`config.mk`:
```
export PLATFORM = sky130hd
export DESIGN_NAME = error_alarm_monitor
export DESIGN_NICKNAME = d
export VERILOG_FILES = /design/src/alarm_pkg.sv /design/src/hold_if.sv /design/src/error_alarm_monitor.sv /design/src/alarm_hold_timer.sv
export SDC_FILE = /design/constraint.sdc
export NUM_CORES = 1
export LEC_CHECK = 0
export BUFFER_PORTS_ARGS = -buffer_cell sky130_fd_sc_hd__buf_2
export CORE_UTILIZATION = 58
export DETAILED_ROUTE_END_ITERATION = 7
export GPL_ROUTABILITY_DRIVEN = 0
export PLACE_DENSITY = 0.8
export SYNTH_ARGS = -nofsm -noshare
export SYNTH_HDL_FRONTEND = slang
export SYNTH_SLANG_ARGS = --single-unit
export TNS_END_PERCENT = 10
```
`constraint.sdc`:
```
create_clock -name core_clk -period 2.9 [get_ports core_clk]
set_input_delay 0 -clock core_clk [delete_from_list [all_inputs] [get_ports core_clk]]
set_output_delay 0 -clock core_clk [all_outputs]
set_load 0.1 [all_outputs]
```
`src/alarm_pkg.sv`:
```
// Constants shared by the alarm monitor and its indication-time timer.
// Assumes one 100 MHz system clock and a byte-wide configuration port.
package alarm_pkg;

  localparam int unsigned CLK_PERIOD_NS = 10;
  localparam int unsigned HOLD_STEP_US = 12500;
  localparam int unsigned HOLD_STEP_CYCLES =
    (HOLD_STEP_US * 1000 + CLK_PERIOD_NS - 1) / CLK_PERIOD_NS;
  localparam int unsigned HOLD_CNT_W = 24;

  localparam int unsigned EVENT_W = 10;

  // Register byte addresses.
  localparam logic [7:0] ALARM_MASK_LO_ADDR    = 8'h17;
  localparam logic [7:0] ALARM_MASK_HI_ADDR    = 8'h18;
  localparam logic [7:0] SHUTDOWN_MASK_LO_ADDR = 8'h19;
  localparam logic [7:0] PIN_CTRL_ADDR         = 8'h1A;
  localparam logic [7:0] LOGGING_MASK_LO_ADDR  = 8'h1B;
  localparam logic [7:0] LOGGING_MASK_HI_ADDR  = 8'h1C;
  localparam logic [7:0] ALARM_STATUS_ADDR     = 8'h3E;

  // Field positions.
  localparam int unsigned HOLD_TIME_LSB    = 4;
  localparam int unsigned POLARITY_BIT     = 4;
  localparam int unsigned PULLUP_BIT       = 5;
  localparam int unsigned MASK_HI_LSB      = 0;
  localparam int unsigned STAT_ALARM_BIT   = 0;
  localparam int unsigned STAT_EXT_BIT     = 1;
  localparam int unsigned STAT_PIN_BIT     = 2;
  localparam int unsigned STAT_DISABLE_BIT = 3;

  // Event bit positions.
  localparam int unsigned EV_SIGNAL_LOSS = 0;
  localparam int unsigned EV_CLIPPING    = 1;
  localparam int unsigned EV_CTRL_MIN    = 2;
  localparam int unsigned EV_CTRL_MAX    = 3;
  localparam int unsigned EV_INDEX_EXT   = 4;
  localparam int unsigned EV_OVERTEMP    = 5;
  localparam int unsigned EV_CONFIG      = 6;
  localparam int unsigned EV_OVERSPEED   = 7;
  localparam int unsigned EV_OUTPUT_LAG  = 8;
  localparam int unsigned EV_LINE_COUNT  = 9;

  // Reset values.
  localparam logic [9:0] ALARM_MASK_RESET    = 10'h000;
  localparam logic [9:0] SHUTDOWN_MASK_RESET = 10'h000;
  localparam logic [9:0] LOGGING_MASK_RESET  = 10'h000;
  localparam logic [2:0] HOLD_TIME_RESET     = 3'h0;
  localparam logic       POLARITY_RESET      = 1'b0;
  localparam logic       PULLUP_RESET        = 1'b1;

endpackage

```
`src/hold_if.sv`:
```
// Carrier between the alarm monitor and its indication-time timer.
// Assumes both ends share core_clk.
interface hold_if;
  logic       alarm_raw;
  logic [2:0] hold_code;
  logic       alarm_held;

  modport owner (output alarm_raw, output hold_code, input alarm_held);
  modport timer (input alarm_raw, input hold_code, output alarm_held);
endinterface

```
`src/error_alarm_monitor.sv`:
```
// Error event masking and alarm pin logic of the interpolator.
// Assumes event inputs and the configuration port are synchronous to
// core_clk; the pin level arrives asynchronously and is synchronised here.
//
// Overview of operation
// Monitor inputs, interpolator and supply loop; one event per fault.
// Three masks filter events: alarm pin, driver shutdown, EEPROM logging.
// Alarm pin is open-drain pull-down plus switchable internal pull-up.
// Alarm pin is also sensed so an outside party can report errors.
// Polarity 0 pulls low on error; polarity 1 releases on error.
// During driver shutdown the alarm pin is released and shows nothing.
// Hold time code n holds the alarm n times 12.5 ms.
// Pull-up enable bit switches the internal pull-up source on or off.
// Alarm mask bit 1 lets that event move the pin; 0 ignores it. Here event 6 releases the pin whatever its mask bit.
// Event 9 flags a wrong line count between two zero pulses.
// Event 8 flags output angle lagging the input angle.
// Event 7 flags input frequency too high for the engine.
// Overspeed threshold depends only on the system clock rate.
// Event 6 flags configuration error: checksum, no acknowledge, pin fault.
// Configuration error cannot pull the pin low; use polarity 1.
// Event 5 is overtemperature; event 4 is raw index when hold is 0.
// Event 3 flags supply control loop at its maximum limit.
// Event 2 flags supply control loop at its minimum limit.
// Event 1 flags input signal clipping.
// Event 0 flags loss of signal, amplitude or phase fault.
// Outside party pulls line low at polarity 0; seen as event 4.
// Alarm is OR of masked events, held for the minimum time.
// Sensed pin passes two flip-flops before use.
module error_alarm_monitor
  import alarm_pkg::*;
#(
  parameter int unsigned HOLD_STEP = HOLD_STEP_CYCLES
) (
  input  wire logic       core_clk,
  input  wire logic       reset,
  input  wire logic [7:0] cfg_addr,
  input  wire logic [7:0] cfg_wdata,
  input  wire logic       cfg_wr,
  output logic      [7:0] cfg_rdata,
  input  wire logic       signal_loss,
  input  wire logic       signal_clipping,
  input  wire logic       ctrl_min_limit,
  input  wire logic       ctrl_max_limit,
  input  wire logic       index_enable_raw,
  input  wire logic       overtemp_warning,
  input  wire logic       config_error,
  input  wire logic       input_overspeed,
  input  wire logic       output_lag,
  input  wire logic       line_count_error,
  input  wire logic       driver_shutdown,
  input  wire logic       alarm_pin_in,
  output logic            alarm_pin_out,
  output logic            alarm_pin_oe,
  output logic            alarm_pullup_on,
  output logic            ext_system_error,
  output logic            shutdown_request,
  output logic      [9:0] log_events
);

  logic [9:0] alarm_event_mask_reg;
  logic [9:0] shutdown_event_mask_reg;
  logic [9:0] logging_event_mask_reg;
  logic [2:0] alarm_min_hold_time_reg;
  logic       alarm_polarity_select_reg;
  logic       alarm_pullup_enable_reg;
  logic [7:0] pin_ctrl_spare_reg;

  logic       pin_meta_reg;
  logic       pin_sync_reg;
  logic [2:0] drive_hist_reg;
  logic       ext_error_reg;
  logic       alarm_pin_oe_reg;
  logic       shutdown_request_reg;
  logic [9:0] log_events_reg;
  logic [7:0] cfg_rdata_reg;

  logic [9:0] internal_events;
  logic [9:0] system_events;
  logic       pin_disabled;
  logic       drive_low;

  hold_if hold ();

  // Gathers the internal fault sources into one event vector.
  always_comb begin
    internal_events                 = '0;
    internal_events[EV_SIGNAL_LOSS] = signal_loss;
    internal_events[EV_CLIPPING]    = signal_clipping;
    internal_events[EV_CTRL_MIN]    = ctrl_min_limit;
    internal_events[EV_CTRL_MAX]    = ctrl_max_limit;
    // The raw index comparator is visible only with no hold time, so it
    // can be used to adjust the zero pulse position without stretching.
    internal_events[EV_INDEX_EXT]   =
      index_enable_raw & (alarm_min_hold_time_reg == 3'h0);
    internal_events[EV_OVERTEMP]    = overtemp_warning;
    internal_events[EV_CONFIG]      = config_error;
    // The overspeed flag comes from the engine's capture limit, which is
    // set by the system clock alone, not by resolution or edge spacing.
    internal_events[EV_OVERSPEED]   = input_overspeed;
    internal_events[EV_OUTPUT_LAG]  = output_lag;
    internal_events[EV_LINE_COUNT]  = line_count_error;
  end

  // For shutdown and logging, event 4 stands for the external error.
  always_comb begin
    system_events               = internal_events;
    system_events[EV_INDEX_EXT] = ext_error_reg;
  end

  // Merges one configuration byte into a 10-bit mask kept in two bytes.
  function automatic logic [9:0] mask_write(
    input logic [9:0] mask,
    input logic [7:0] addr,
    input logic [7:0] lo_addr,
    input logic [7:0] hi_addr,
    input logic [7:0] data
  );
    mask_write = mask;
    if (addr == lo_addr) begin
      mask_write[7:0] = data;
    end
    if (addr == hi_addr) begin
      mask_write[9:8] = data[MASK_HI_LSB +: 2];
    end
  endfunction

  // Configuration writes.
  always_ff @(posedge core_clk) begin
    if (reset) begin
      alarm_event_mask_reg <= ALARM_MASK_RESET;
    end else if (cfg_wr) begin
      alarm_event_mask_reg <= mask_write(alarm_event_mask_reg, cfg_addr,
        ALARM_MASK_LO_ADDR, ALARM_MASK_HI_ADDR, cfg_wdata);
    end
  end

  always_ff @(posedge core_clk) begin
    if (reset) begin
      alarm_min_hold_time_reg <= HOLD_TIME_RESET;
    end else if (cfg_wr && (cfg_addr == ALARM_MASK_HI_ADDR)) begin
      alarm_min_hold_time_reg <= cfg_wdata[HOLD_TIME_LSB +: 3];
    end
  end

  // The top bits of the shutdown mask share the pin control byte.
  always_ff @(posedge core_clk) begin
    if (reset) begin
      shutdown_event_mask_reg <= SHUTDOWN_MASK_RESET;
    end else if (cfg_wr) begin
      shutdown_event_mask_reg <= mask_write(shutdown_event_mask_reg,
        cfg_addr, SHUTDOWN_MASK_LO_ADDR, PIN_CTRL_ADDR, cfg_wdata);
    end
  end

  // Polarity and pull-up take effect at the edge of the write.
  always_ff @(posedge core_clk) begin
    if (reset) begin
      alarm_polarity_select_reg <= POLARITY_RESET;
    end else if (cfg_wr && (cfg_addr == PIN_CTRL_ADDR)) begin
      alarm_polarity_select_reg <= cfg_wdata[POLARITY_BIT];
    end
  end

  always_ff @(posedge core_clk) begin
    if (reset) begin
      alarm_pullup_enable_reg <= PULLUP_RESET;
    end else if (cfg_wr && (cfg_addr == PIN_CTRL_ADDR)) begin
      alarm_pullup_enable_reg <= cfg_wdata[PULLUP_BIT];
    end
  end

  // Bits owned by neighbouring blocks are kept for read-back only.
  always_ff @(posedge core_clk) begin
    if (reset) begin
      pin_ctrl_spare_reg <= 8'h00;
    end else if (cfg_wr && (cfg_addr == PIN_CTRL_ADDR)) begin
      pin_ctrl_spare_reg <= cfg_wdata & 8'hCC;
    end
  end

  always_ff @(posedge core_clk) begin
    if (reset) begin
      logging_event_mask_reg <= LOGGING_MASK_RESET;
    end else if (cfg_wr) begin
      logging_event_mask_reg <= mask_write(logging_event_mask_reg,
        cfg_addr, LOGGING_MASK_LO_ADDR, LOGGING_MASK_HI_ADDR,
        cfg_wdata);
    end
  end

  // Read data follows the address one cycle later; unmapped reads zero.
  always_ff @(posedge core_clk) begin
    if (reset) begin
      cfg_rdata_reg <= 8'h00;
    end else begin
      unique case (cfg_addr)
        ALARM_MASK_LO_ADDR: cfg_rdata_reg <= alarm_event_mask_reg[7:0];
        ALARM_MASK_HI_ADDR: cfg_rdata_reg <= {1'b0,
          alarm_min_hold_time_reg, 2'b00, alarm_event_mask_reg[9:8]};
        SHUTDOWN_MASK_LO_ADDR:
          cfg_rdata_reg <= shutdown_event_mask_reg[7:0];
        PIN_CTRL_ADDR: cfg_rdata_reg <= pin_ctrl_spare_reg |
          {2'b00, alarm_pullup_enable_reg, alarm_polarity_select_reg,
           2'b00, shutdown_event_mask_reg[9:8]};
        LOGGING_MASK_LO_ADDR:
          cfg_rdata_reg <= logging_event_mask_reg[7:0];
        LOGGING_MASK_HI_ADDR:
          cfg_rdata_reg <= {6'h00, logging_event_mask_reg[9:8]};
        ALARM_STATUS_ADDR: cfg_rdata_reg <= {4'h0, pin_disabled,
          pin_sync_reg, ext_error_reg, hold.alarm_held};
        default: cfg_rdata_reg <= 8'h00;
      endcase
    end
  end

  assign cfg_rdata = cfg_rdata_reg;

  // Alarm condition and its minimum indication time.
  assign hold.alarm_raw = |(internal_events & alarm_event_mask_reg);
  assign hold.hold_code = alarm_min_hold_time_reg;

  alarm_hold_timer #(
    .STEP_CYCLES (HOLD_STEP)
  ) u_hold (
    .core_clk (core_clk),
    .reset    (reset),
    .hold     (hold.timer)
  );

  // A configuration error always releases the pin, as a driver shutdown does, so the pin can
  // only report it by being released with polarity 1.
  assign pin_disabled = driver_shutdown | config_error;

  assign drive_low = alarm_polarity_select_reg ?
                     ~hold.alarm_held : hold.alarm_held;

  // Open-drain driver: the output level is always low, only the enable
  // moves.
  always_ff @(posedge core_clk) begin
    if (reset) begin
      alarm_pin_oe_reg <= 1'b0;
    end else begin
      alarm_pin_oe_reg <= drive_low & ~pin_disabled;
    end
  end

  assign alarm_pin_out = 1'b0;
  assign alarm_pin_oe = alarm_pin_oe_reg;
  assign alarm_pullup_on = alarm_pullup_enable_reg;

  // Pin sense synchroniser.
  // Both stages reset to the idle high level, so no false low follows.
  always_ff @(posedge core_clk) begin
    if (reset) begin
      pin_meta_reg <= 1'b1;
      pin_sync_reg <= 1'b1;
    end else begin
      pin_meta_reg <= alarm_pin_in;
      pin_sync_reg <= pin_meta_reg;
    end
  end

  // Remembers whether our pull-down was on in each of the last three cycles.
  always_ff @(posedge core_clk) begin
    if (reset) begin
      drive_hist_reg <= 3'h0;
    end else begin
      drive_hist_reg <= {drive_hist_reg[1:0], alarm_pin_oe_reg};
    end
  end

  // Our own pull-down takes three cycles to leave the synchroniser, so a
  // low is blamed on the outside only when we have not driven lately.
  always_ff @(posedge core_clk) begin
    if (reset) begin
      ext_error_reg <= 1'b0;
    end else begin
      ext_error_reg <= ~alarm_polarity_select_reg & ~pin_sync_reg &
                       ~alarm_pin_oe_reg & (drive_hist_reg == 3'h0);
    end
  end

  assign ext_system_error = ext_error_reg;

  // Shutdown and logging filters.
  always_ff @(posedge core_clk) begin
    if (reset) begin
      shutdown_request_reg <= 1'b0;
    end else begin
      shutdown_request_reg <= |(system_events & shutdown_event_mask_reg);
    end
  end

  // Logging sees the same events as shutdown, through its own mask.
  always_ff @(posedge core_clk) begin
    if (reset) begin
      log_events_reg <= '0;
    end else begin
      log_events_reg <= system_events & logging_event_mask_reg;
    end
  end

  assign shutdown_request = shutdown_request_reg;
  assign log_events = log_events_reg;

endmodule

```
`src/alarm_hold_timer.sv`:
```
// Stretches the raw alarm so it stands at least code times one step.
// Assumes the raw alarm is already synchronous to core_clk.
module alarm_hold_timer
  import alarm_pkg::*;
#(
  parameter int unsigned STEP_CYCLES = HOLD_STEP_CYCLES
) (
  input  wire logic    core_clk,
  input  wire logic    reset,
  hold_if.timer        hold
);

  logic [HOLD_CNT_W-1:0] remain_reg;
  logic [HOLD_CNT_W-1:0] load_value;

  function automatic logic [HOLD_CNT_W-1:0] hold_cycles(
    input logic [2:0] code
  );
    hold_cycles = HOLD_CNT_W'(code) * HOLD_CNT_W'(STEP_CYCLES);
  endfunction

  assign load_value = hold_cycles(hold.hold_code);

  // The count restarts on every cycle the raw alarm stands, so the hold
  // is measured from the end of the condition.
  always_ff @(posedge core_clk) begin
    if (reset) begin
      remain_reg <= '0;
    end else if (hold.alarm_raw) begin
      remain_reg <= load_value;
    end else if (remain_reg != '0) begin
      remain_reg <= remain_reg - HOLD_CNT_W'(1);
    end
  end

  assign hold.alarm_held = hold.alarm_raw | (remain_reg != '0);

endmodule

```
==> results_dict.tcl, run 1 <==
set metrics [dict create \
    synth_cell_types 54 \
    portBuffers 52 \
    drt_first_iter_violations 539 \
    drtAntennaViolNets 0 \
    coreArea_mm2 0.00694 \
    antenna_cells 0 \
    drt_first_pass_iters 7 \
    grt_pass1_vias 3842 \
    htreeDepth 3 \
    synth_xor_area_share_pct 5.35 \
    synth_edf_count 0 \
    worstHoldStart "reset" \
    ys_seq_area_share_pct 41.8 \
    maxCapViolCount 0 \
    num_rows 30 \
    wl_mm 11.5 \
    avgSynthCellArea_um2 8.88 \
    fin_tns_setup_ns 0 \
    slew_viol_final 0 \
    clk_pin_slew_worst_paths_ns 0.09 \
    netlist_area_mm2 0.00426 \
    p_leak_uw 0.00208 \
    status "finished clean" \
    synth-compound-area-share_pct 12.8 \
    required_ns 3.17 \
    grt_setup_unrepaired "false" \
    yosys.area_share.simple_pct 24.5 \
    whs_ns 0.0401 \
    fin_crit_ns 2.64 \
    root_buffer "clkbuf_8" \
    setup_viol 0 \
    peakVddDrop_uv 476 \
    reg2regPathDepth 9 \
    end_kind "register" \
    nFillCells 527 \
    die_w_um 87.7 \
    worstSetupStartpointType "register" \
    post-dp-hpwl_mm 7.57 \
    vias_per_cell 6.22 \
    pwr_density_cell_mw_per_mm2 677 \
    whs_path_depth 4 \
    grt_usage_pct 31.6 \
    synthAdderAreaFrac_pct 3.99 \
    worstPathCellList "inv_1 -> ha_1 -> ha_1 -> fa_1 -> a21o_1 -> a21o_1 -> and2_1 -> xnor2_1 -> a211oi_1" \
    synth_top_family_by_area "simple AND/OR/NAND/NOR gates" \
    period_share_pct 91.1 \
    hold_viol 0 \
    hold_buffers 19 \
    ys_async_sr_fraction_pct 0 \
    drc_errors 0 \
    vias 4068 \
    cts_num_sinks 89 \
    dieArea_mm2 0.00769 \
    critPathBufInv 1 \
    initial_core_util_pct 61.4 \
    synth_fp_nets 524 \
    grt_pass1_wl_mm 18.5 \
    slew_headroom_pct 51.2 \
    gr-total-overflow 0 \
    synth-main-ff-cell "dfxtp_1" \
    clkLatencyLatePin_ns 0.37 \
    post-cts-setup-buffers 0 \
    crit_path_top_delay_cell "dfxtp_1" \
    fin_skew_ns 0.0168 \
    wire_per_inst_um 17.6 \
    cp_max_fo 7 \
    die_h_um 87.7 \
    reg2reg_from "alarm_min_hold_time_reg[0]" \
    fin_nets 597 \
    cp_top_family "adder cells" \
    muxShareOfSynthArea_pct 8.19 \
    synthCells 480 \
    ios 54 \
    cp_num_cells 9 \
    drive_above_1_share_pct 18.1 \
    postSynthRegisterBits 89 \
    antenna_found_initial 0 \
    ctsLongestPathBuffers 2 \
    critPathKind "register to register" \
    hold_path.class "input port to register" \
    max_freq_mhz 378 \
    place_ws_ns 0.308 \
    largest_reg_flops 24 \
    cpPeakStageDelay_ns 0.47 \
    crit_path_start "alarm_min_hold_time_reg[0]" \
    post_cts_resized 0 \
    yosysWarnings 0 \
    worst_ep_arrival_time_ns 2.92 \
    tightest_slew_ns 0.727 \
    tritoncts "yes" \
    setup_ws_ns 0.257 \
    grt_max_degree 62 \
    cts_buffers 9 \
    syn2layout_area_growth_pct 18.5 \
]
==> logic make-up after synthesis <==
logic type / count (synthesis)
buffers and inverters: 34
flip-flops: 89
AND/OR/NAND/NOR: 197
XOR/XNOR: 26
other: 1
multiplexers: 32
AO/OA/AOI/OAI: 88
adder cells (fa/ha/maj): 13
==> synthesized netlist by cell type, types with 5 or more instances <==
cell	count	area share, %
xor2_1	13	2.7
dfxtp_1	89	42
and3_1	11	1.6
clkbuf_1	18	1.6
ha_1	12	3.5
nor4_1	9	1.3
nor2_1	42	3.7
buf_2	7	0.82
nand4_1	8	1.2
inv_1	7	0.62
or4_1	5	0.88
nand3_1	41	4.8
a21oi_1	36	4.2
nand2_1	42	3.7
nor3_1	11	1.3
mux2i_1	27	6.3
a22oi_1	8	1.4
xnor2_1	13	2.7
a211oi_1	5	0.88
o21ai_0	15	1.8
==> power by group <==
part	leakage (µW)	internal (µW)	total (µW)	switching, µW
Sequential	0.000721	1330	1460	134
Combinational	0.00126	480	1110	632
Clock	0.000101	338	844	506
==> through the flow <==
stage / power (µW) / cells / util (%) / cell area, µm²
2_1_floorplan: 2280 / 480 / - / 4260
3_3_place_gp: 2500 / 619 / 67.1 / 4660
3_5_place_dp: 2540 / 619 / 67.1 / 4660
4_1_cts: 3400 / 654 / 72.7 / 5050
5_1_grt: 3610 / 654 / 72.7 / 5050
6_report: 3420 / 654 / 72.7 / 5050
==> layout make-up <==
type                    count  area, µm²  share of cell area (%)
flip-flops and latches     89       1780                    35.3
well taps                  96        120                    2.38
repair buffers             89        586                    11.6
clock buffers               9        124                    2.45
inverters                   7       26.3                   0.520
multi-input cells         357       2340                    46.3
clock inverters             7       73.8                    1.46
==> layout by cell type (no fill, tap or decap), types with 4 or more instances in the layout <==
cell            n
nor3_1         11
nand2_1        42
xnor2_1        13
and3_1         11
buf_4          18
or2_2           4
o21ai_0        15
a211oi_1        5
nand4b_1        4
inv_1           7
or4_1           5
xor2_1         13
nor2_1         42
nand3_1        41
ha_1           12
dlygate4sd3_1  19
clkbuf_8        9
buf_2          52
o22ai_1         4
a22oi_1         8
nand4_1         8
nor4_1          9
dfxtp_1        89
mux2i_1        27
a21oi_1        36
==> worst register-to-register path, delay by kind of cell (launching register included) <==
kind	cells	cell delay, ns
compound gates	3	0.63
xor+xnor	1	0.12
fa+ha+maj	3	1.01
buf+inv	1	0.15
flops	1	0.47
simple gates	1	0.18
==> final timing paths <==
kind / end / slack [ns]
hold reg to reg: pin_sync_reg / 0.42
setup reg to reg: u_hold.remain_reg[13] / 0.26
setup / recovery: u_hold.remain_reg[13] / 0.26
hold / removal: alarm_pullup_on / 0.04
==> per-layer routing <==
| metal | global-route usage, % | vias to the layer above | part of all wire, % |
|---|---|---|---|
| met1 | 44.0 | 1890 | 42 |
| met5 | 0 | - | 0 |
| li1 | - | 1892 | - |
| met4 | 9.84 | 0 | 2.6 |
| met2 | 49.7 | 246 | 46 |
| met3 | 5.94 | 40 | 9.0 |
No activity file was read; power rests on OpenSTA's default activity.
==> inputs of run 2 (changes only) <==
--- a/config.mk
+++ b/config.mk
@@ -6,6 +6,7 @@
 export NUM_CORES = 1
 export LEC_CHECK = 0
 export BUFFER_PORTS_ARGS = -buffer_cell sky130_fd_sc_hd__buf_2
+export CORE_ASPECT_RATIO = 0.8
 export CORE_UTILIZATION = 58
 export DETAILED_ROUTE_END_ITERATION = 7
 export GPL_ROUTABILITY_DRIVEN = 0
==> run 2 against run 1 <==
  * The run now ends with design-rule violations left
  * Critical path depth did not move
  * Via count fell by 1.5%
  * Critical endpoint unchanged
  * Flip-flop and latch count did not move
  * Routed wire length fell by 0.85%
  * Combinational power barely moved
  * Hold slack improved by 0.077 ns
  * Utilization fell by 1.3 points
  * Non-clock buffer count fell by 4
  * Clock skew fell by 0.0084 ns
  * Sequential power barely moved
==> results_dict.tcl, run 2 (synthesized netlist as in run 1, its figures left out) <==
set metrics [dict create \
    status "finished, violations left" \
    violations "design-rule violations" \
    final_common_cell "dfxtp_1" \
    num_rows 27 \
    peakVddDrop_uv 370 \
    fin_nets 593 \
    whs_path_depth 5 \
    timing.rr.end "u_hold.remain_reg[13]" \
    largest_reg_flops 24 \
    gr-total-overflow 0 \
    tightest_slew_ns 0.995 \
    grt_pass1_vias 3771 \
    die_w_um 97.8 \
    crit_path_top_delay_cell "dfxtp_1" \
    drt_first_pass_iters 7 \
    fin_crit_ns 2.63 \
    min_to "logging_event_mask_reg[8]" \
    clkLatencyLatePin_ns 0.37 \
    drc_errors 10 \
    rrSetupSlack_ns 0.27 \
    worstPathCellList "inv_1 -> ha_1 -> ha_1 -> fa_1 -> a21o_1 -> a21o_1 -> and2_1 -> xnor2_1 -> a211oi_1" \
    grt_usage_pct 31.0 \
    nFillCells 529 \
    crit_path_start "alarm_min_hold_time_reg[0]" \
    pwr_density_cell_mw_per_mm2 678 \
    fin_skew_ns 0.00842 \
    required_ns 3.19 \
    critPathKind "register to register" \
    grt_setup_unrepaired "false" \
    fin_tns_setup_ns 0 \
    post-dp-hpwl_mm 7.90 \
    p_int_uw 2140 \
    dieArea_mm2 0.00769 \
    cp_max_fo 7 \
    reg2reg_from "alarm_min_hold_time_reg[0]" \
    htreeDepth 3 \
    pwr-share-clk_pct 23.3 \
    ios 54 \
    die_h_um 78.7 \
    tritoncts "yes" \
    multi_input_area_mm2 0.00235 \
    period_share_pct 90.8 \
    initial_core_util_pct 60.9 \
    p_leak_uw 0.00205 \
    hold_viol 0 \
    wire_per_inst_um 17.8 \
    worst_ep_arrival_time_ns 2.92 \
    worstSetupStartpointType "register" \
    vias_per_cell 6.25 \
    maxCapViolCount 0 \
    slew_viol_final 0 \
    end_kind "register" \
    pwr-share-comb_pct 33.8 \
    setup_viol 0 \
    max_freq_mhz 380 \
    regArea_mm2 0.00178 \
    syn2layout_area_growth_pct 17.3 \
    power_uw 3390 \
    swShare_pct 36.9 \
    grt_pass1_wl_mm 18.6 \
    drive_above_1_share_pct 17.7 \
    drt_first_iter_violations 430 \
    wl_mm 11.4 \
    portBuffers 52 \
    cts_buffers 9 \
    fin_area_mm2 0.00500 \
    coreArea_mm2 0.00699 \
    grt_max_degree 62 \
    vias 4008 \
    placed_cell_area_mm2 0.00463 \
    cpPeakStageDelay_ns 0.47 \
    drtAntennaViolNets 0 \
    root_buffer "clkbuf_8" \
    slew_headroom_pct 32.9 \
    worstHoldStart "cfg_addr[5]" \
    clk_pin_slew_worst_paths_ns 0.09 \
    cts_num_sinks 89 \
    reg2regPathDepth 9 \
    ctsLongestPathBuffers 2 \
    layout_common_cells "89 x dfxtp_1, 52 x buf_2, 42 x nand2_1, 42 x nor2_1, 41 x nand3_1" \
    hold_path.class "input port to register" \
    antenna_cells 0 \
    antenna_found_initial 0 \
    power_frac_seq_pct 42.9 \
    switchingPower_uw 1250 \
]
-- run 2: changes by cell type in the layout (fill, tap and decap cells not counted), sizes merged --
cell      delta
buf          -4
clkinv       -3
clkinvlp     +3
-- run 2: worst max-delay path, delay by kind of cell (launching register included) --
kind                     cells  cell delay (ns)
adder cells (fa/ha/maj)      3             1.01
AO/OA/AOI/OAI                3             0.62
flip-flops                   1             0.47
AND/OR/NAND/NOR              1             0.18
buffers and inverters        1             0.15
XOR/XNOR                     1             0.12
-- run 2: what timing repair did --
action / CTS / global route
gates resized for setup: 0 / 0
setup endpoints to repair: 0 / 0
endpoints found under the hold margin: 51 / 0
buffers inserted: 0 / 0
hold buffers: 19 / 0
-- run 2: area by class of cell --
cell class                      instances  share of cell area, %
Sequential cell                        89                   35.7
Tap cell                               87                   2.18
Multi-Input combinational cell        357                   47.0
Clock inverter                          7                   1.08
Timing Repair Buffer                   85                   11.1
Inverter                                7                  0.526
Clock buffer                            9                   2.48
-- run 2: power by group through the flow --
| stage | combinational (µW) | clock, µW | sequential, µW |
|---|---|---|---|
| floorplan | 820 | 0 | 1460 |
| global placement | 1060 | 0 | 1470 |
| detailed placement | 1090 | 0 | 1480 |
| CTS | 1130 | 794 | 1450 |
| global route | 1240 | 842 | 1470 |
| finish | 1140 | 790 | 1460 |
-- run 2: metrics by stage --
stage | setup slack, ns | utilization [%] | hold WS [ns] | cells
global placement | 0.442 | 66.2 | 0.182 | 606
global route | 0.101 | 71.4 | 0.131 | 641
CTS | 0.274 | 71.4 | 0.0957 | 641
detailed placement | 0.306 | 66.2 | 0.192 | 606
floorplan | 0.364 | - | 0.104 | 480
finish | 0.267 | 71.4 | 0.118 | 641
-- run 2: worst max path at each step --
stage                     slack, ns                     to  depth (start not counted)
after floorplan                0.36  u_hold.remain_reg[13]                         10
after global placement         0.44  u_hold.remain_reg[13]                          9
after detailed placement       0.31  u_hold.remain_reg[13]                          9
after CTS                      0.27  u_hold.remain_reg[13]                          9
after global routing           0.10  u_hold.remain_reg[13]                          9
final                          0.27  u_hold.remain_reg[13]                          9
-- run 2: layer usage --
layer / global-route usage (%) / vias up / part of all wire, % / routed length, µm
met5: 0 / - / 0 / 0
met3: 9.53 / 37 / 10 / 1200
li1: - / 1886 / - / -
met1: 41.7 / 1852 / 44 / 4970
met4: 12.9 / 0 / 2.4 / 276
met2: 46.1 / 233 / 44 / 4980
==> inputs of run 3 (changes only) <==
--- a/config.mk
+++ b/config.mk
@@ -7,10 +7,10 @@
 export LEC_CHECK = 0
 export BUFFER_PORTS_ARGS = -buffer_cell sky130_fd_sc_hd__buf_2
 export CORE_ASPECT_RATIO = 0.8
-export CORE_UTILIZATION = 58
+export CORE_UTILIZATION = 60
 export DETAILED_ROUTE_END_ITERATION = 7
 export GPL_ROUTABILITY_DRIVEN = 0
-export PLACE_DENSITY = 0.8
+export PLACE_DENSITY = 0.82
 export SYNTH_ARGS = -nofsm -noshare
 export SYNTH_HDL_FRONTEND = slang
 export SYNTH_SLANG_ARGS = --single-unit
==> constraint.sdc (replaced) <==
create_clock -name core_clk -period 3.3 [get_ports core_clk]
set_input_delay 0 -clock core_clk [delete_from_list [all_inputs] [get_ports core_clk]]
set_output_delay 0 -clock core_clk [all_outputs]
set_load 0.1 [all_outputs]
==> run 3 against run 2 <==
  * The flow now finishes without violations
  * Via count is 0.17% lower
  * Hold slack got worse by 0.015 ns
  * Maximum frequency fell by 4.5%
  * Global-route usage grew 0.62 points
  * Final cell count is 0.94% lower
  * Critical path type unchanged
  * Largest power group unchanged
==> results_dict.tcl, run 3 (synthesized netlist as in run 1, its figures left out) <==
set metrics [dict create \
    status "finished clean" \
    drt_first_iter_violations 503 \
    power_uw 3080 \
    grt_pass1_vias 3607 \
    p_leak_uw 0.00204 \
    post-place-cells 600 \
    vias_per_cell 6.30 \
    fin_crit_ns 2.76 \
    drive_above_1_share_pct 16.8 \
    hold_path.class "input port to register" \
    crit_path_start "alarm_min_hold_time_reg[1]" \
    setup_viol 0 \
    worst_ep_arrival_time_ns 3.04 \
    peakVddDrop_uv 364 \
    reg2reg_from "alarm_min_hold_time_reg[1]" \
    period_share_pct 83.6 \
    end_kind "register" \
    tightest_slew_ns 1.16 \
    fin_skew_ns 0.0110 \
    drt_first_pass_iters 6 \
    grt_usage_pct 31.6 \
    antenna_found_initial 0 \
    pwr_density_cell_mw_per_mm2 616 \
    die_h_um 77.4 \
    tritoncts "yes" \
    slew_viol_final 0 \
    htreeDepth 3 \
    syn2layout_area_growth_pct 17.3 \
    worstSetupStartpointType "register" \
    portBuffers 52 \
    grt_pass1_wl_mm 17.7 \
    fin_tns_setup_ns 0 \
    cts_buffers 9 \
    required_ns 3.58 \
    ctsLongestPathBuffers 2 \
    worstHoldStart "cfg_addr[5]" \
    die_w_um 96.2 \
    grt_max_degree 63 \
    final_common_cell "dfxtp_1" \
    setup_ws_ns 0.542 \
    root_buffer "clkbuf_8" \
    cp_max_fo 10 \
    maxCapViolCount 0 \
    critPathKind "register to register" \
    gr-total-overflow 0 \
    cts_num_sinks 89 \
    largest_reg_flops 24 \
    wl_mm 11.2 \
    clkLatencyLatePin_ns 0.38 \
    ios 54 \
    post_cts_resized 0 \
    post-dp-hpwl_mm 7.68 \
    wire_per_inst_um 17.6 \
    vias 4001 \
    clk_pin_slew_worst_paths_ns 0.09 \
    drc_errors 0 \
    fin_nets 587 \
    initial_core_util_pct 62.1 \
    slew_headroom_pct 22.7 \
    coreArea_mm2 0.00686 \
    instances_no_fill 635 \
    layout_common_cells "89 x dfxtp_1, 52 x buf_2, 42 x nand2_1, 42 x nor2_1, 41 x nand3_1" \
    place_ws_ns 0.610 \
    hold_viol 0 \
    max_freq_mhz 363 \
    drtAntennaViolNets 0 \
    grt_setup_unrepaired "false" \
    antenna_cells 0 \
    dieArea_mm2 0.00744 \
    num_rows 27 \
]
## run 3: changes by cell type in the layout (fill, tap and decap cells not counted)
cell / previous run / this run
clkinv_4: 0 / 1
inv_6: 3 / 2
buf_4: 14 / 8
bufinv_16: 0 / 2
clkinvlp_4: 3 / 2
clkinv_2: 1 / 0
## run 3: where the power goes
part | switching [µW] | leakage (µW) | internal (µW) | total, µW
clock network | 410 | 0.000106 | 432 | 842
logic | 553 | 0.00122 | 405 | 958
registers | 113 | 0.000721 | 1170 | 1280
total | 1080 | 0.00204 | 2000 | 3080
## run 3: final timing paths
path | slack (ns) | depth (start not counted) | endpoint
setup / recovery | 0.54 | 9 | u_hold.remain_reg[13]
hold / removal | 0.10 | 5 | logging_event_mask_reg[9]
setup reg to reg | 0.54 | 9 | u_hold.remain_reg[13]
hold reg to reg | 0.42 | 1 | pin_sync_reg
## run 3: through the flow
step | hold slack (ns) | util, % | instance area (µm²)
finish | 0.103 | 72.9 | 5000
detailed placement | 0.188 | 66.8 | 4580
global route | 0.117 | 72.9 | 5000
CTS | 0.0932 | 72.9 | 5000
floorplan | 0.104 | - | 4260
global placement | 0.182 | 66.8 | 4580
## run 3: layout make-up
type | count | area [µm²]
Inverter | 7 | 26.3
Clock buffer | 9 | 124
Tap cell | 87 | 109
Sequential cell | 89 | 1780
Timing Repair Buffer | 79 | 510
Clock inverter | 7 | 101
Fill cell | 496 | 1860
Multi-Input combinational cell | 357 | 2350
## run 3: timing repair
action,4_1_cts,5_1_grt
hold buffers,19,0
setup buffers,0,0
hold endpoints to repair,50,0
## run 3: worst max-delay path, stage by stage, from the launching register on
cell,delay (ns)
dfxtp_1,0.57
inv_1,0.15
ha_1,0.34
ha_1,0.26
fa_1,0.42
a21o_1,0.21
a21o_1,0.19
and2_1,0.18
xnor2_1,0.12
a211oi_1,0.23
## run 3: layer usage
metal / track usage, % / wire length, µm / up-vias
met2: 45.6 / 4890 / 261
met4: 10.0 / 249 / 0
met3: 10.6 / 1330 / 34
met1: 44.4 / 4700 / 1839
met5: 0 / 0 / -
li1: - / - / 1867
